[src/design/sdd_map.svh]
// Register map, field positions and timing constants of the step/direction input block
`ifndef SDD_MAP_SVH
`define SDD_MAP_SVH

`define SDD_MCLK_HZ        10000000
`define SDD_IDLE_MS        100
`define SDD_IDLE_CYCLES    (`SDD_IDLE_MS * (`SDD_MCLK_HZ / 1000))
`define SDD_IDLE_CNT_W     24

`define SDD_ADDR_W         8
`define SDD_OFS_CTRL       8'h00
`define SDD_OFS_STATUS     8'h04
`define SDD_OFS_POSITION   8'h08
`define SDD_OFS_RES        8'h0C
`define SDD_OFS_IRQ_STAT   8'h10
`define SDD_OFS_IRQ_MASK   8'h14

`define SDD_CTRL_RESET     32'h00000001
`define SDD_CTRL_SW_EN     0
`define SDD_CTRL_FLT_CLR   1

`define SDD_ST_ENABLED     0
`define SDD_ST_FAULT       1
`define SDD_ST_IDLE        2
`define SDD_ST_DIR         3

`define SDD_IRQ_W          3
`define SDD_IRQ_FAULT      0
`define SDD_IRQ_IDLE       1
`define SDD_IRQ_ENCHG      2

`define SDD_PCT_W          7
`define SDD_PCT_RUN        7'h64
`define SDD_PCT_IDLE_HI    7'h5A
`define SDD_PCT_IDLE_LO    7'h32
`define SDD_PCT_OFF        7'h00

`endif

[src/design/sdd_pkg.sv]
// Types shared by the step/direction input block
package sdd_pkg;
  typedef enum logic [1:0] {
    SDD_DISABLED,
    SDD_RUN,
    SDD_IDLE,
    SDD_FAULT
  } sdd_state_type;
endpackage

[src/design/sdd_idle_timer.sv]
// Idle detector: flags idle after a quiet period with no restart
`timescale 1ns/1ps
`include "sdd_map.svh"
module sdd_idle_timer #(
  parameter int CYCLES = `SDD_IDLE_CYCLES
) (
  input  wire logic clk,
  input  wire logic nrst,
  input  wire logic restart,
  output logic      idle
);
  logic [`SDD_IDLE_CNT_W-1:0] cnt;
  logic [`SDD_IDLE_CNT_W-1:0] next_cnt;
  logic                       next_idle;

  always_comb begin
    next_cnt  = cnt;
    next_idle = idle;
    if (restart) begin
      next_cnt  = '0;
      next_idle = 1'b0;
    end else if (cnt >= `SDD_IDLE_CNT_W'(CYCLES - 1)) begin
      next_idle = 1'b1;
    end else begin
      next_cnt = cnt + `SDD_IDLE_CNT_W'(1);
    end
  end

  always_ff @(posedge clk or negedge nrst) begin
    if (!nrst) begin
      cnt  <= '0;
      idle <= 1'b0;
    end else begin
      cnt  <= next_cnt;
      idle <= next_idle;
    end
  end
endmodule

[src/design/sdd_sync.sv]
// Two-flop synchroniser for a bundle of asynchronous levels
`timescale 1ns/1ps
module sdd_sync #(
  parameter int W = 1
) (
  input  wire logic         clk,
  input  wire logic         nrst,
  input  wire logic [W-1:0] async_in,
  output logic      [W-1:0] sync_out
);
  logic [W-1:0] meta;

  always_ff @(posedge clk or negedge nrst) begin
    if (!nrst) begin
      meta     <= '0;
      sync_out <= '0;
    end else begin
      meta     <= async_in;
      sync_out <= meta;
    end
  end
endmodule

[src/design/sdd_top.sv]
// Step/direction command input, protection and fault signalling of a stepper drive
`timescale 1ns/1ps
`include "sdd_map.svh"
module sdd_top #(
  parameter int IDLE_CYCLES = `SDD_IDLE_CYCLES
) (
  input  wire logic                    MCLK,
  input  wire logic                    NRST,
  input  wire logic                    STEP_PULSE_IN,
  input  wire logic                    DIR_IN,
  input  wire logic                    DRIVE_DISABLE_IN,
  input  wire logic                    OVER_VOLT_IN,
  input  wire logic                    OVER_CURR_IN,
  input  wire logic [3:0]              RES_SW,
  input  wire logic                    IDLE_SEL_SW,
  input  wire logic [`SDD_ADDR_W-1:0]  REG_ADDR,
  input  wire logic [31:0]             REG_WDATA,
  input  wire logic                    REG_WR,
  input  wire logic                    REG_RD,
  output logic      [31:0]             REG_RDATA,
  output logic                         IRQ,
  output logic                         FAULT_OUT,
  output logic                         FAULT_OUT_OE,
  output logic      [15:0]             MICROSTEP_POS,
  output logic      [`SDD_PCT_W-1:0]   CURRENT_PCT
);
  // Steps per revolution for each switch code
  function automatic logic [15:0] res_steps(input logic [3:0] sel);
    case (sel)
      4'h0:    res_steps = 16'h00C8;
      4'h1:    res_steps = 16'h0190;
      4'h2:    res_steps = 16'h0320;
      4'h3:    res_steps = 16'h0640;
      4'h4:    res_steps = 16'h0C80;
      4'h5:    res_steps = 16'h1900;
      4'h6:    res_steps = 16'h3200;
      4'h7:    res_steps = 16'h6400;
      4'h8:    res_steps = 16'hC800;
      4'h9:    res_steps = 16'h03E8;
      4'hA:    res_steps = 16'h07D0;
      4'hB:    res_steps = 16'h0FA0;
      4'hC:    res_steps = 16'h1388;
      4'hD:    res_steps = 16'h1F40;
      4'hE:    res_steps = 16'h2710;
      default: res_steps = 16'h4E20;
    endcase
  endfunction

  logic [9:0]  sync_q;
  logic        step_s;
  logic        dir_s;
  logic        dis_s;
  logic        ov_s;
  logic        oc_s;
  logic [3:0]  res_s;
  logic        idle_sel_s;
  logic        step_d;
  logic        step_edge;
  logic        idle_flag;
  logic        enabled;
  logic        step_taken;
  logic [15:0] rev;

  sdd_sync #(
    .W (10)
  ) u_sync (
    .clk      (MCLK),
    .nrst     (NRST),
    .async_in ({IDLE_SEL_SW, RES_SW, OVER_CURR_IN, OVER_VOLT_IN,
                DRIVE_DISABLE_IN, DIR_IN, STEP_PULSE_IN}),
    .sync_out (sync_q)
  );

  assign step_s     = sync_q[0];
  assign dir_s      = sync_q[1];
  assign dis_s      = sync_q[2];
  assign ov_s       = sync_q[3];
  assign oc_s       = sync_q[4];
  assign res_s      = sync_q[8:5];
  assign idle_sel_s = sync_q[9];
  assign step_edge  = step_s & ~step_d;
  assign rev        = res_steps(res_s);

  // Control state
  sdd_pkg::sdd_state_type state;
  sdd_pkg::sdd_state_type next_state;
  logic [31:0]            ctrl;
  logic [31:0]            next_ctrl;
  logic                   fault;
  logic                   next_fault;
  logic [15:0]            pos;
  logic [15:0]            next_pos;
  logic                   fault_clr;

  assign enabled    = (state == sdd_pkg::SDD_RUN) || (state == sdd_pkg::SDD_IDLE);
  assign step_taken = step_edge && enabled;
  assign fault_clr  = REG_WR && (REG_ADDR == `SDD_OFS_CTRL) && REG_WDATA[`SDD_CTRL_FLT_CLR];

  sdd_idle_timer #(
    .CYCLES (IDLE_CYCLES)
  ) u_idle (
    .clk     (MCLK),
    .nrst    (NRST),
    .restart (step_taken || !enabled),
    .idle    (idle_flag)
  );

  always_comb begin
    next_ctrl = ctrl;
    if (REG_WR && (REG_ADDR == `SDD_OFS_CTRL)) begin
      next_ctrl = 32'h0;
      next_ctrl[`SDD_CTRL_SW_EN] = REG_WDATA[`SDD_CTRL_SW_EN];
    end
    // Protection latches; a clear only takes once both conditions are gone
    next_fault = ov_s || oc_s || (fault && !fault_clr);
    case (state)
      sdd_pkg::SDD_FAULT: begin
        next_state = next_fault ? sdd_pkg::SDD_FAULT : sdd_pkg::SDD_DISABLED;
      end
      sdd_pkg::SDD_DISABLED, sdd_pkg::SDD_RUN, sdd_pkg::SDD_IDLE: begin
        if (next_fault) begin
          next_state = sdd_pkg::SDD_FAULT;
        end else if (dis_s || !ctrl[`SDD_CTRL_SW_EN]) begin
          next_state = sdd_pkg::SDD_DISABLED;
        end else if (idle_flag && !step_taken) begin
          next_state = sdd_pkg::SDD_IDLE;
        end else begin
          next_state = sdd_pkg::SDD_RUN;
        end
      end
      default: next_state = sdd_pkg::SDD_DISABLED;
    endcase
    next_pos = pos;
    if (pos >= rev) begin
      // Coarser resolution picked in any state: restart the count
      next_pos = 16'h0000;
    end else if (step_taken && dir_s) begin
      next_pos = (pos == rev - 16'h0001) ? 16'h0000 : pos + 16'h0001;
    end else if (step_taken) begin
      next_pos = (pos == 16'h0000) ? rev - 16'h0001 : pos - 16'h0001;
    end
  end

  always_ff @(posedge MCLK or negedge NRST) begin
    if (!NRST) begin
      state  <= sdd_pkg::SDD_DISABLED;
      ctrl   <= `SDD_CTRL_RESET;
      fault  <= 1'b0;
      pos    <= 16'h0000;
      step_d <= 1'b0;
    end else begin
      state  <= next_state;
      ctrl   <= next_ctrl;
      fault  <= next_fault;
      pos    <= next_pos;
      step_d <= step_s;
    end
  end

  // Pin-facing outputs
  logic [`SDD_PCT_W-1:0] next_pct;
  logic                  next_fault_oe;

  always_comb begin
    // Open drain sink released in protection so the line reads high impedance
    next_fault_oe = !next_fault;
    case (next_state)
      sdd_pkg::SDD_RUN: next_pct = `SDD_PCT_RUN;
      sdd_pkg::SDD_IDLE: begin
        next_pct = idle_sel_s ? `SDD_PCT_IDLE_HI : `SDD_PCT_IDLE_LO;
      end
      default: next_pct = `SDD_PCT_OFF;
    endcase
  end

  always_ff @(posedge MCLK or negedge NRST) begin
    if (!NRST) begin
      FAULT_OUT     <= 1'b0;
      FAULT_OUT_OE  <= 1'b1;
      CURRENT_PCT   <= `SDD_PCT_OFF;
      MICROSTEP_POS <= 16'h0000;
    end else begin
      FAULT_OUT     <= 1'b0;
      FAULT_OUT_OE  <= next_fault_oe;
      CURRENT_PCT   <= next_pct;
      MICROSTEP_POS <= next_pos;
    end
  end

  // Interrupts and register reads
  logic [`SDD_IRQ_W-1:0] irq_stat;
  logic [`SDD_IRQ_W-1:0] next_irq_stat;
  logic [`SDD_IRQ_W-1:0] irq_mask;
  logic [`SDD_IRQ_W-1:0] next_irq_mask;
  logic [`SDD_IRQ_W-1:0] irq_evt;
  logic [31:0]           next_rdata;
  logic                  next_irq;

  always_comb begin
    irq_evt = '0;
    irq_evt[`SDD_IRQ_FAULT] = next_fault && !fault;
    irq_evt[`SDD_IRQ_IDLE]  = (next_state == sdd_pkg::SDD_IDLE) && (state == sdd_pkg::SDD_RUN);
    irq_evt[`SDD_IRQ_ENCHG] = (next_state == sdd_pkg::SDD_DISABLED)
                              != (state == sdd_pkg::SDD_DISABLED);
    next_irq_stat = irq_stat;
    if (REG_RD && (REG_ADDR == `SDD_OFS_IRQ_STAT)) begin
      next_irq_stat = '0;
    end
    // Event in the clearing cycle survives
    next_irq_stat = next_irq_stat | irq_evt;
    next_irq_mask = irq_mask;
    if (REG_WR && (REG_ADDR == `SDD_OFS_IRQ_MASK)) begin
      next_irq_mask = REG_WDATA[`SDD_IRQ_W-1:0];
    end
    next_irq   = |(next_irq_stat & next_irq_mask);
    next_rdata = 32'h0;
    if (REG_RD) begin
      case (REG_ADDR)
        `SDD_OFS_CTRL: next_rdata = ctrl;
        `SDD_OFS_STATUS: begin
          next_rdata[`SDD_ST_ENABLED] = enabled;
          next_rdata[`SDD_ST_FAULT]   = fault;
          next_rdata[`SDD_ST_IDLE]    = state == sdd_pkg::SDD_IDLE;
          next_rdata[`SDD_ST_DIR]     = dir_s;
        end
        `SDD_OFS_POSITION: next_rdata = {16'h0000, pos};
        `SDD_OFS_RES:      next_rdata = {16'h0000, rev};
        `SDD_OFS_IRQ_STAT: next_rdata = {29'h0, irq_stat};
        `SDD_OFS_IRQ_MASK: next_rdata = {29'h0, irq_mask};
        default:           next_rdata = 32'h0;
      endcase
    end
  end

  always_ff @(posedge MCLK or negedge NRST) begin
    if (!NRST) begin
      irq_stat  <= '0;
      irq_mask  <= '0;
      IRQ       <= 1'b0;
      REG_RDATA <= 32'h0;
    end else begin
      irq_stat  <= next_irq_stat;
      irq_mask  <= next_irq_mask;
      IRQ       <= next_irq;
      REG_RDATA <= next_rdata;
    end
  end

  // Checks
  property p_disable_enters;
    @(posedge MCLK) disable iff (!NRST)
      (dis_s && !ov_s && !oc_s && !fault)
      |=> (state == sdd_pkg::SDD_DISABLED);
  endproperty
  a_disable_enters: assert property (p_disable_enters)
    else $error("disable input did not disable the drive");

  property p_disabled_holds_pos;
    @(posedge MCLK) disable iff (!NRST)
      (state == sdd_pkg::SDD_DISABLED && pos < rev) ##1 $stable(res_s)
      |-> $stable(pos);
  endproperty
  a_disabled_holds_pos: assert property (p_disabled_holds_pos)
    else $error("position moved while disabled");

  property p_fault_released;
    @(posedge MCLK) disable iff (!NRST)
      (!fault && !ov_s && !oc_s) |=> (FAULT_OUT_OE && !FAULT_OUT);
  endproperty
  a_fault_released: assert property (p_fault_released)
    else $error("fault output not low impedance in normal operation");

  property p_protect_entry;
    @(posedge MCLK) disable iff (!NRST)
      (ov_s || oc_s)
      |=> (!FAULT_OUT_OE && state == sdd_pkg::SDD_FAULT && CURRENT_PCT == `SDD_PCT_OFF);
  endproperty
  a_protect_entry: assert property (p_protect_entry)
    else $error("protection not entered on over-voltage or over-current");

  property p_res_wrap;
    @(posedge MCLK) disable iff (!NRST)
      (pos >= rev) |=> (pos == 16'h0000);
  endproperty
  a_res_wrap: assert property (p_res_wrap)
    else $error("position beyond the selected resolution");

  property p_idle_current;
    @(posedge MCLK) disable iff (!NRST)
      // Output register lags the switch by one cycle
      (state == sdd_pkg::SDD_IDLE)
      |-> (CURRENT_PCT == ($past(idle_sel_s) ? `SDD_PCT_IDLE_HI : `SDD_PCT_IDLE_LO));
  endproperty
  a_idle_current: assert property (p_idle_current)
    else $error("idle current level wrong");

  property p_step_up;
    @(posedge MCLK) disable iff (!NRST)
      (step_edge && enabled && dir_s && pos < rev - 16'h0001)
      |=> (pos == $past(pos) + 16'h0001) ##0 (MICROSTEP_POS == pos);
  endproperty
  a_step_up: assert property (p_step_up)
    else $error("forward step did not increment position");

  property p_step_down;
    @(posedge MCLK) disable iff (!NRST)
      (step_edge && enabled && !dir_s && pos != 16'h0000 && pos < rev)
      |=> (pos == $past(pos) - 16'h0001);
  endproperty
  a_step_down: assert property (p_step_down)
    else $error("reverse step did not decrement position");

  c_step:  cover property (@(posedge MCLK) disable iff (!NRST) step_taken ##[1:60] step_taken);
  c_fault: cover property (@(posedge MCLK) disable iff (!NRST) $rose(fault) ##[1:50] !fault);
  c_idle:  cover property (@(posedge MCLK) disable iff (!NRST) state == sdd_pkg::SDD_IDLE);
endmodule

[config.mk]
export PLATFORM = sky130hd
export DESIGN_NAME = sdd_top
export DESIGN_NICKNAME = d
export VERILOG_FILES = /design/src/design/sdd_pkg.sv /design/src/design/sdd_idle_timer.sv /design/src/design/sdd_sync.sv /design/src/design/sdd_top.sv
export VERILOG_INCLUDE_DIRS = /design/src /design/src/design
export SDC_FILE = /design/constraint.sdc
export NUM_CORES = 1
export LEC_CHECK = 0
export BUFFER_PORTS_ARGS = -buffer_cell sky130_fd_sc_hd__buf_2
export CAP_MARGIN = 0
export CORE_MARGIN = 4
export CORE_UTILIZATION = 55
export DETAILED_ROUTE_END_ITERATION = 12
export PLACE_DENSITY_LB_ADDON = 0.1
export SETUP_SLACK_MARGIN = 0.4
export SYNTH_ARGS = -nofsm -noshare
export SYNTH_HDL_FRONTEND = slang
export SYNTH_SLANG_ARGS = --single-unit
export TNS_END_PERCENT = 5
[constraint.sdc]
create_clock -name MCLK -period 4.65 [get_ports MCLK]
set_input_delay 0.465 -clock MCLK [delete_from_list [all_inputs] [get_ports MCLK]]
set_output_delay 0.465 -clock MCLK [all_outputs]
set_load 0.02 [all_outputs]
# Word level (Yosys, flattened, before mapping)
# Memory sizes are Yosys's and may differ from the RTL's.
# Index checks and enable logic that the tools add are counted.
[word_totals] wordCells=89 mem_count=1 register_bits=113 rom_bits=208 in_bits=54
[memory_table] name="(no name shown)" words=16 width=13 rd=1 rd_clocked_by_memory_dff=0 write_ports=0 line_no="sdd_top.sv:29" rtl="case (sel)"
[classes] bitwise=4 addsub=4 eq_ne=13 magnitude_cmp=2 mux=21 n_reduce_logical=29
[ops] op="$mux W16" count=6
[ops] op="$mux W24" count=2
[ops] op="$sub A16 B1 Y16 const B" count=2
[ops] op="$add A24 B1 Y24 const B" count=1
[ops] op="$ge A24 B20 Y1 const B" count=1
[ops] op="$pmux W12 S2" count=1
[ops] op="$pmux W4 S6" count=1
[ops] op="$add A16 B1 Y16 const B" count=1
[ops] op="$eq A16 B16 Y1" count=1
[ops] op="$eq A8 B4 Y1 const B" count=2
[ops] op="$eq A8 B5 Y1 const B" count=2
[ops] op="$ge A16 B16 Y1" count=1
[ops] op="$logic_not A16 Y1" count=1
[ops] op="$pmux W7 S2" count=1
[ops] op="$logic_and A1 B1 Y1" count=10
[ops] op="$eq A8 B3 Y1 const B" count=1
[ops] op="$logic_not A8 Y1" count=1
[ops] op="$mux W2" count=4
[ops] op="$mux W7" count=1
[ops] op="$eq A2 B2 Y1 const B" count=3
[ops] op="$logic_not A1 Y1" count=6
[ops] op="$mux W3" count=2
[ops] op="$reduce_or A3 Y1" count=2
[ops] op="$logic_or A1 B1 Y1" count=5
[ops] op="12 further kinds" count=15

# Longest topological paths before layout
# Gate-level depths: netlist of run 1.
[depth] ltp_word=14 mapped_depth=16

# Cells and area by module
# A second synthesis of run 1 with hierarchy kept.
[unflattened] hier_cells=700 area_unflattened_um2=6329.8
[modules_own_cells] module="sdd_top" area_per_inst_um2=4533.1 cells_each=547 seq_area_each_um2=1253.7 n_inst=1
[modules_own_cells] module="sdd_idle_timer" area_per_inst_um2=1296.2 cells_each=133 seq_area_each_um2=625.6 n_inst=1
[modules_own_cells] module="sdd_sync" area_per_inst_um2=500.5 cells_each=20 seq_area_each_um2=500.5 n_inst=1

# Least setup slack after synthesis of run 1
# No wires, ideal clock.
[synth_timing] kind="register to register" from="register u_sync.sync_out[6]" to="register MICROSTEP_POS[5]" stages_incl_launch_ff=15 required_ns=4.506 t_arrival_ns=3.452 slack_ns=1.054 path_buffers=1 path_cell_list="dfrtp_1 inv_1 ha_1 mux2_2 a21oi_2 ha_1 xnor2_1 a2111oi_0 nand3_1 nor4_1 nand4_1 or4_1 buf_2 a31oi_1 o2bb2ai_1"
[synth_via] elab_chain_cells=6 elab_cells_between_ends=10
[synth_rtl] element="start: declaration" line_no="sdd_sync.sv:9" rtl="output logic [W-1:0] sync_out"
[synth_rtl] element="start signal: assignment" line_no="sdd_sync.sv:19" rtl="sync_out <= meta;"
[synth_rtl] element="$mem_v2 Z16 W13 *"
[synth_rtl] element="$sub A16 B1 Y16" line_no="sdd_top.sv:138, sdd_top.sv:140"
[synth_rtl] element="$eq A16 B16 Y1 / $mux W16 (equally long branches)" line_no="sdd_top.sv:138, sdd_top.sv:140"
[synth_rtl] element="$mux W16 (on tied branches)" line_no="sdd_top.sv:138, sdd_top.sv:139"
[synth_rtl] element="$mux W16" line_no="sdd_top.sv:137" rtl="end else if (step_taken && dir_s) begin"
[synth_rtl] element="$mux W16" line_no="sdd_top.sv:134" rtl="if (pos >= rev) begin"
[synth_rtl] element="end signal: assignment" line_no="sdd_top.sv:186" rtl="MICROSTEP_POS <= next_pos;"
[synth_rtl] element="end: declaration" line_no="sdd_top.sv:24" rtl="output logic [15:0] MICROSTEP_POS,"
# Every way passes the cells marked *; elsewhere a longest branch is shown, timed or not. The select of a mux whose other input is x is not followed.
# A chain may end at the register's enable or synchronous reset.

# Worst setup path after layout of run 1
[layout_timing] from="register u_sync.sync_out[5]" to="register MICROSTEP_POS[5]"
# Same word-level chain as after synthesis.

==> results of run 1 <==
synth_stat cells (10+ instances only):
library cell	number	area (um2)
nor4_1	10	62.6
ha_1	29	363
buf_4	20	150
a21oi_1	39	195
xnor2_1	27	236
and3_1	11	68.8
and2_1	16	100
nand2_1	68	255
inv_1	24	90.1
nand3_1	23	115
nor3_1	19	95.1
nor2_1	59	221
dfrtp_1	93	2330
clkbuf_1	27	101
xor2_1	13	114
o21ai_0	23	115
placed cells by master (no fill, tap or decap), types with 9 or more instances in the layout:
cell      instances
dfrtp_1          93
nand2_1          68
buf_2            63
nor2_1           58
a21oi_1          39
ha_1             29
xnor2_1          27
inv_1            24
o21ai_0          23
nand3_1          23
nor3_1           19
conb_1           18
and2_1           16
xor2_1           13
buf_4            12
and3_1           11
nor4_1           10
nor2b_1           9
or3_1             9
clkbuf_8          9
flip-flops by register name, summed over array words and instances, names as in the netlist:
signal,flops
u_idle.cnt,24
IRQ,1
u_sync.meta,10
REG_RDATA,16
ctrl,1
CURRENT_PCT,5
irq_stat,3
u_sync.sync_out,10
FAULT_OUT_OE,1
state,2
MICROSTEP_POS,16
u_idle.idle,1
irq_mask,3
step_d,1
fault,1
timing repair:
| action | CTS | global route |
|---|---|---|
| endpoints found under the setup margin | 2 | 16 |
| resized for setup | 1 | 5 |
| endpoints found under the hold margin | 0 | 0 |
worst min-delay path by stage:
stage / end / cells past startpoint
after floorplan: CURRENT_PCT[2] / 0
after global placement: u_sync.sync_out[6] / 0
after detailed placement: u_sync.sync_out[1] / 0
after CTS: REG_RDATA[5] / 1
after global routing: u_sync.meta[2] / 1
final: REG_RDATA[5] / 1
area by class of cell:
class                           instances  area (um2)  share of cell area (%)
Clock buffer                           10         128                    1.93
Clock inverter                          6        77.6                    1.18
Inverter                               24        90.1                    1.37
Multi-Input combinational cell        515        3350                    50.7
Sequential cell                        95        2380                    36.1
Tap cell                              136         170                    2.58
Timing Repair Buffer                   75         405                    6.14
report_power, final:
group | leakage, nW | switching (mW) | internal [mW]
clock network | 0.101 | 0.325 | 0.259
logic | 1.66 | 0.150 | 0.0938
registers | 1.25 | 0.0134 | 0.839
total | 3.01 | 0.488 | 1.19
per-stage QoR:
stage | area, um2 | setup WS (ns) | hold WS, ns
finish | 6600 | 0.651 | 0.138
global route | 6600 | 0.380 | 0.157
CTS | 6580 | 0.531 | 0.160
detailed placement | 6370 | 0.342 | 0.335
global placement | 6370 | 0.455 | 0.332
floorplan | 6090 | 1.05 | 0.169
worst reg2reg max path, delay by kind of cell, from the launching register on:
family	cells	cell delay (ns)
flops	1	0.48
mux	1	0.31
compound gates	4	1.04
buf+inv	1	0.14
fa+ha+maj	2	0.56
xor+xnor	1	0.13
simple gates	4	1.25
kinds of logic (layout without fill, tap and decap cells):
kind of cell               Yosys count  count (layout)
buffers and inverters               80             115
muxes                               20              20
adders and majority gates           30              30
AOI/OAI and AO/OA                  143             143
other                                1              18
and+or+nand+nor                    262             262
DFF                                 95              95
xor gates and xnor gates            42              42
layer usage:
metal	routed length (um)	global-route usage (%)
met3	1050	4.60
met1	6220	30.8
met2	7170	38.7
met5	0	0
met4	393	10.0
==> run_results.csv, run 1 <==
group,metric,value,unit
placement,dp_hpwl,10600,um
worst_setup_path,crit-reg2reg-launch,"u_sync.sync_out[5]",
yosys,muxShareOfSynthArea,3.67,%
cts,htreeDepth,3,
worst_setup_path,r2r-end,"MICROSTEP_POS[5]",
worst_setup_path,cp_top_family,"simple AND/OR/NAND/NOR gates",
timing,finalHoldViolCount,0,
final_layout,num-nets-final,803,
worst_setup_path,worst-r2r-setup-slack,0.65,ns
cts,clk_pin_slew,0.11,ns
worst_setup_path,timing.critical_path.from,"u_sync.sync_out[5]",
grt,grt_max_degree,59,
floorplan,die_h,113,um
timing,skew,0.0197,ns
placement,dp_cells,845,
timing,slew_headroom,34.2,%
cts,clock_latency,0.39,ns
timing,final_max_slew_viol_count,0,
detailed_routing,firstDrtPassIters,5,
yosys,synth_cells,673,
job,max-cap-violations,0,
run_status,status,"complete, no violations",
grt,antenna_found_initial,0,
cts,clock_sinks,95,
cts,post_cts_buffers,0,
floorplan,dieWidth,113,um
final_layout,fillers,883,
timing,tightest_slew,0.986,ns
detailed_routing,antenna_left,0,
cts,clockBufferDepth,2,
detailed_routing,drtIter0Drc,326,
floorplan,die-area,0.0127,mm2
worst_setup_path,worstPathArrival,4.28,ns
yosys,synth_seq_cells,95,
worst_setup_path,critical_path_cell_count,13,
yosys,synth-edff-count,0,
worst_setup_path,worstPathMaxFanout,11,
timing,timing.final.crit_share,86.0,%
worst_setup_path,critPathKind,"register to register",
power,cellPowerDensity,255,mW/mm2
worst_setup_path,startpoint_type,"register",
floorplan,core,0.0105,mm2
final_layout,fin_util,62.8,%
final_layout,syn2layout_area_growth,9.42,%
worst_setup_path,worstPathCellList,"inv_1 > ha_1 > mux2_2 > a21oi_4 > ha_1 > xnor2_1 > a2111oi_1 > nand3_1 > nor4_1 > nand4_1 > or4_4 > a31oi_1 > o2bb2ai_1",
cts,cts-root-buf,"clkbuf_8",
final_layout,final_layout_size_suffix_gt1_share,16.4,%
power,cellLeakagePower,3.01,nW
detailed_routing,vias,5061,
placement,io_buffer_count,64,
floorplan,row_count,37,
detailed_routing,wl,14800,um
grt,grt_usage,23.7,%
worst_setup_path,crit_end,"MICROSTEP_POS[5]",
placement,place_congestion,0.909,
timing,max_freq,250,MHz
worst_setup_path,max_stage_delay,0.67,ns
yosys,synthSimpleGateAreaFrac,21.7,%
yosys,async_flop_share,100,%
detailed_routing,avgViaCountPerCell,5.88,
yosys,synth_flop_cell,"dfrtp_1",
worst_hold_path,min_path_type,"input port to asynchronous set/reset pin",
timing,setup_viol,0,
yosys,synth_area,0.00603,mm2
worst_setup_path,critPathBufInv,1,
yosys,synth.distinct_cells,71,
yosys,synth_top_family_by_area,"simple AND/OR/NAND/NOR gates",
final_layout,diodes,0,
floorplan,initial_core_util,57.4,%
worst_setup_path,slowest_stage,"or4_4",
power,ir_drop,226,uV
timing,post-route-min-period,4.00,ns
cts,ctsHoldBuffers,0,
grt,grt_pass1_wl,24300,um
final_layout,finalNonFillerCells,861,
floorplan,num_io_pins,112,
worst_setup_path,r2r_cells,13,
cts,cts_tree,"yes",
grt,overflow,0,
grt,grt_pass1_vias,4929,
yosys,synthXorXnorAreaFrac,6.58,%
yosys,synthAdderAreaFrac,6.18,%
yosys,yosysWarnings,0,
worst_setup_path,end_kind,"register",
detailed_routing,drc,0,
yosys,synth-compound-area-share,15.8,%
timing,tns,0,ns
cts,numCtsBuffers,9,
power,total_power,1.68,mW
worst_setup_path,cpMostUsedCell,"ha_1",
yosys,syn_area_per_cell,8.96,um2
worst_setup_path,cp_data_required_time,4.93,ns
yosys,yosysSeqAreaShare,39.5,%
timing,rsz0062_at_grt,"yes",
detailed_routing,wire_per_inst,17.2,um
Note: power is estimated with default switching activity, not from simulation.
==> inputs of run 2 (changes only) <==
--- a/config.mk
+++ b/config.mk
@@ -8,10 +8,10 @@
 export LEC_CHECK = 0
 export BUFFER_PORTS_ARGS = -buffer_cell sky130_fd_sc_hd__buf_2
 export CAP_MARGIN = 0
-export CORE_MARGIN = 4
+export CORE_MARGIN = 8
 export CORE_UTILIZATION = 55
 export DETAILED_ROUTE_END_ITERATION = 12
-export PLACE_DENSITY_LB_ADDON = 0.1
+export PLACE_DENSITY = 0.87
 export SETUP_SLACK_MARGIN = 0.4
 export SYNTH_ARGS = -nofsm -noshare
 export SYNTH_HDL_FRONTEND = slang
==> run_results.csv, run 2 (synthesis results as in run 1) <==
group,metric,value,unit
placement,place_congestion,0.924,
final_layout,finalNonFillerCells,861,
grt,grt_usage,21.1,%
grt,grt_pass1_vias,5245,
placement,io_buffer_count,64,
final_layout,final_common_cell,"dfrtp_1",
final_layout,final_layout_size_suffix_gt1_share,16.1,%
timing,tns,0,ns
cts,cts-root-buf,"clkbuf_8",
final_layout,top_regs,"u_idle.cnt (24), MICROSTEP_POS (16), REG_RDATA (16)",
job,max-cap-violations,0,
worst_setup_path,startpoint_type,"register",
worst_setup_path,slowest_stage,"dfrtp_2",
cts,post_cts_buffers,0,
final_layout,seqCellArea,0.00238,mm2
final_layout,multi_input_area,0.00334,mm2
power,p_comb_share,14.9,%
cts,htreeDepth,3,
power,ir_drop,303,uV
timing,final_max_slew_viol_count,0,
timing,hold_slack,0.0973,ns
worst_setup_path,critPathKind,"register to register",
power,cellPowerDensity,250,mW/mm2
power,p_seq_share,52.2,%
placement,dp_hpwl,10800,um
final_layout,final_cell_mix,"dfrtp_1 (91), nand2_1 (68), buf_2 (63), nor2_1 (59), a21oi_1 (39)",
placement,dp_cells,845,
floorplan,core,0.0108,mm2
power,p_int,1.14,mW
final_layout,largest_reg_flops,24,
worst_setup_path,worstPathCellList,"inv_1 > ha_1 > mux2_2 > a21oi_4 > inv_1 > ha_1 > and4b_1 > o311ai_0 > mux2i_1 > a311oi_2 > o21ai_0 > a211oi_2 > o41ai_2 > nor2_1 > o2bb2ai_1",
detailed_routing,wire_per_inst,17.5,um
final_layout,diodes,0,
final_layout,regMostFlops,"u_idle.cnt",
timing,setup_viol,0,
cts,clk_pin_slew,0.10,ns
grt,grt_max_degree,55,
cts,cts_tree,"yes",
cts,clock_latency,0.39,ns
power,swShare,30.3,%
detailed_routing,antenna_left,0,
timing,rsz0062_at_grt,"no",
final_layout,fin_area,0.00655,mm2
grt,antenna_found_initial,0,
detailed_routing,drtIter0Drc,507,
timing,slew_headroom,42.5,%
detailed_routing,firstDrtPassIters,6,
floorplan,initial_core_util,55.9,%
timing,tightest_slew,0.862,ns
final_layout,num-nets-final,799,
cts,clock_sinks,95,
detailed_routing,wl,15100,um
final_layout,fillers,918,
floorplan,row_count,38,
cts,numCtsBuffers,9,
power,clkPwrFrac,32.9,%
worst_hold_path,min_path_type,"input port to asynchronous set/reset pin",
worst_setup_path,max_stage_delay,0.49,ns
floorplan,die_h,121,um
worst_setup_path,worstPathMaxFanout,12,
worst_setup_path,end_kind,"register",
cts,clockBufferDepth,2,
timing,post-route-min-period,3.98,ns
worst_setup_path,cp_data_required_time,4.97,ns
timing,max_freq,251,MHz
power,p_sw,0.496,mW
final_layout,syn2layout_area_growth,8.69,%
timing,finalHoldViolCount,0,
run_status,status,"complete, no violations",
detailed_routing,vias,5248,
worst_setup_path,worstPathArrival,4.30,ns
grt,overflow,0,
timing,skew,0.0148,ns
grt,grt_pass1_wl,25000,um
detailed_routing,drc,0,
floorplan,die-area,0.0146,mm2
placement,placed_area,0.00634,mm2
floorplan,dieWidth,121,um
detailed_routing,avgViaCountPerCell,6.10,
power,cellLeakagePower,2.99,nW
timing,timing.final.crit_share,85.5,%
floorplan,num_io_pins,112,
[run 2: cell types whose count changed in the layout (fill, tap and decap cells not counted), sizes merged]
cell	previous run	this run
bufinv	1	0
inv	27	29
buf	75	71
clkinv	1	0
[run 2: critical path: cells and delay by family, from the launching register on]
family / cells / cell delay, ns
buffers and inverters: 2 / 0.21
multiplexers: 2 / 0.46
adder cells (fa/ha/maj): 2 / 0.55
AND/OR/NAND/NOR: 2 / 0.53
AO/OA/AOI/OAI: 7 / 1.67
flip-flops: 1 / 0.49
[run 2: layout make-up]
| type | instances | area share (%) |
|---|---|---|
| inverters | 24 | 1.37 |
| multi-input cells | 515 | 51.0 |
| flip-flops and latches | 95 | 36.3 |
| well taps | 140 | 2.67 |
| repair buffers | 71 | 5.73 |
| clock inverters | 6 | 0.897 |
| clock buffers | 10 | 1.95 |
[run 2: power groups by stage]
stage	Combinational (mW)	Sequential [mW]	Clock, mW
final	0.244	0.855	0.538
after global routing	0.269	0.857	0.577
after CTS	0.237	0.854	0.553
after detailed placement	0.235	0.870	0
after global placement	0.227	0.869	0
after floorplan	0.182	0.863	0
[run 2: repair_timing]
item                                    CTS  global route
endpoints found under the hold margin     0             0
gates resized for setup                   1             6
endpoints found under the setup margin    5            16
hold buffers                              0             0
[run 2: path summary, 6_finish.rpt]
kind,startpoint,endpoint,cells past startpoint,slack (ns)
worst min-delay path,NRST,REG_RDATA[6],1,0.1
worst max-delay path,u_sync.sync_out[6],MICROSTEP_POS[13],15,0.67
min in group MCLK,IDLE_SEL_SW,u_sync.meta[9],1,0.17
worst max register to register,u_sync.sync_out[6],MICROSTEP_POS[13],15,0.67
worst min register to register,u_sync.meta[2],u_sync.sync_out[2],0,0.35
max in group asynchronous,NRST,FAULT_OUT_OE,2,3.57
[run 2: per-stage QoR]
step	power (mW)	setup slack (ns)	utilization, %
2_1_floorplan	1.05	1.05	-
5_1_grt	1.70	0.395	60.7
3_3_place_gp	1.10	0.419	58.8
4_1_cts	1.64	0.402	60.5
3_5_place_dp	1.10	0.318	58.8
6_report	1.64	0.673	60.7
[run 2: per-layer routing]
| layer | up-vias | track usage (%) | routed length [um] |
|---|---|---|---|
| met4 | 0 | 11.6 | 499 |
| met1 | 2496 | 24.3 | 5870 |
| met5 | - | 0 | 0 |
| li1 | 2425 | - | - |
| met2 | 272 | 35.1 | 7390 |
| met3 | 55 | 5.50 | 1320 |
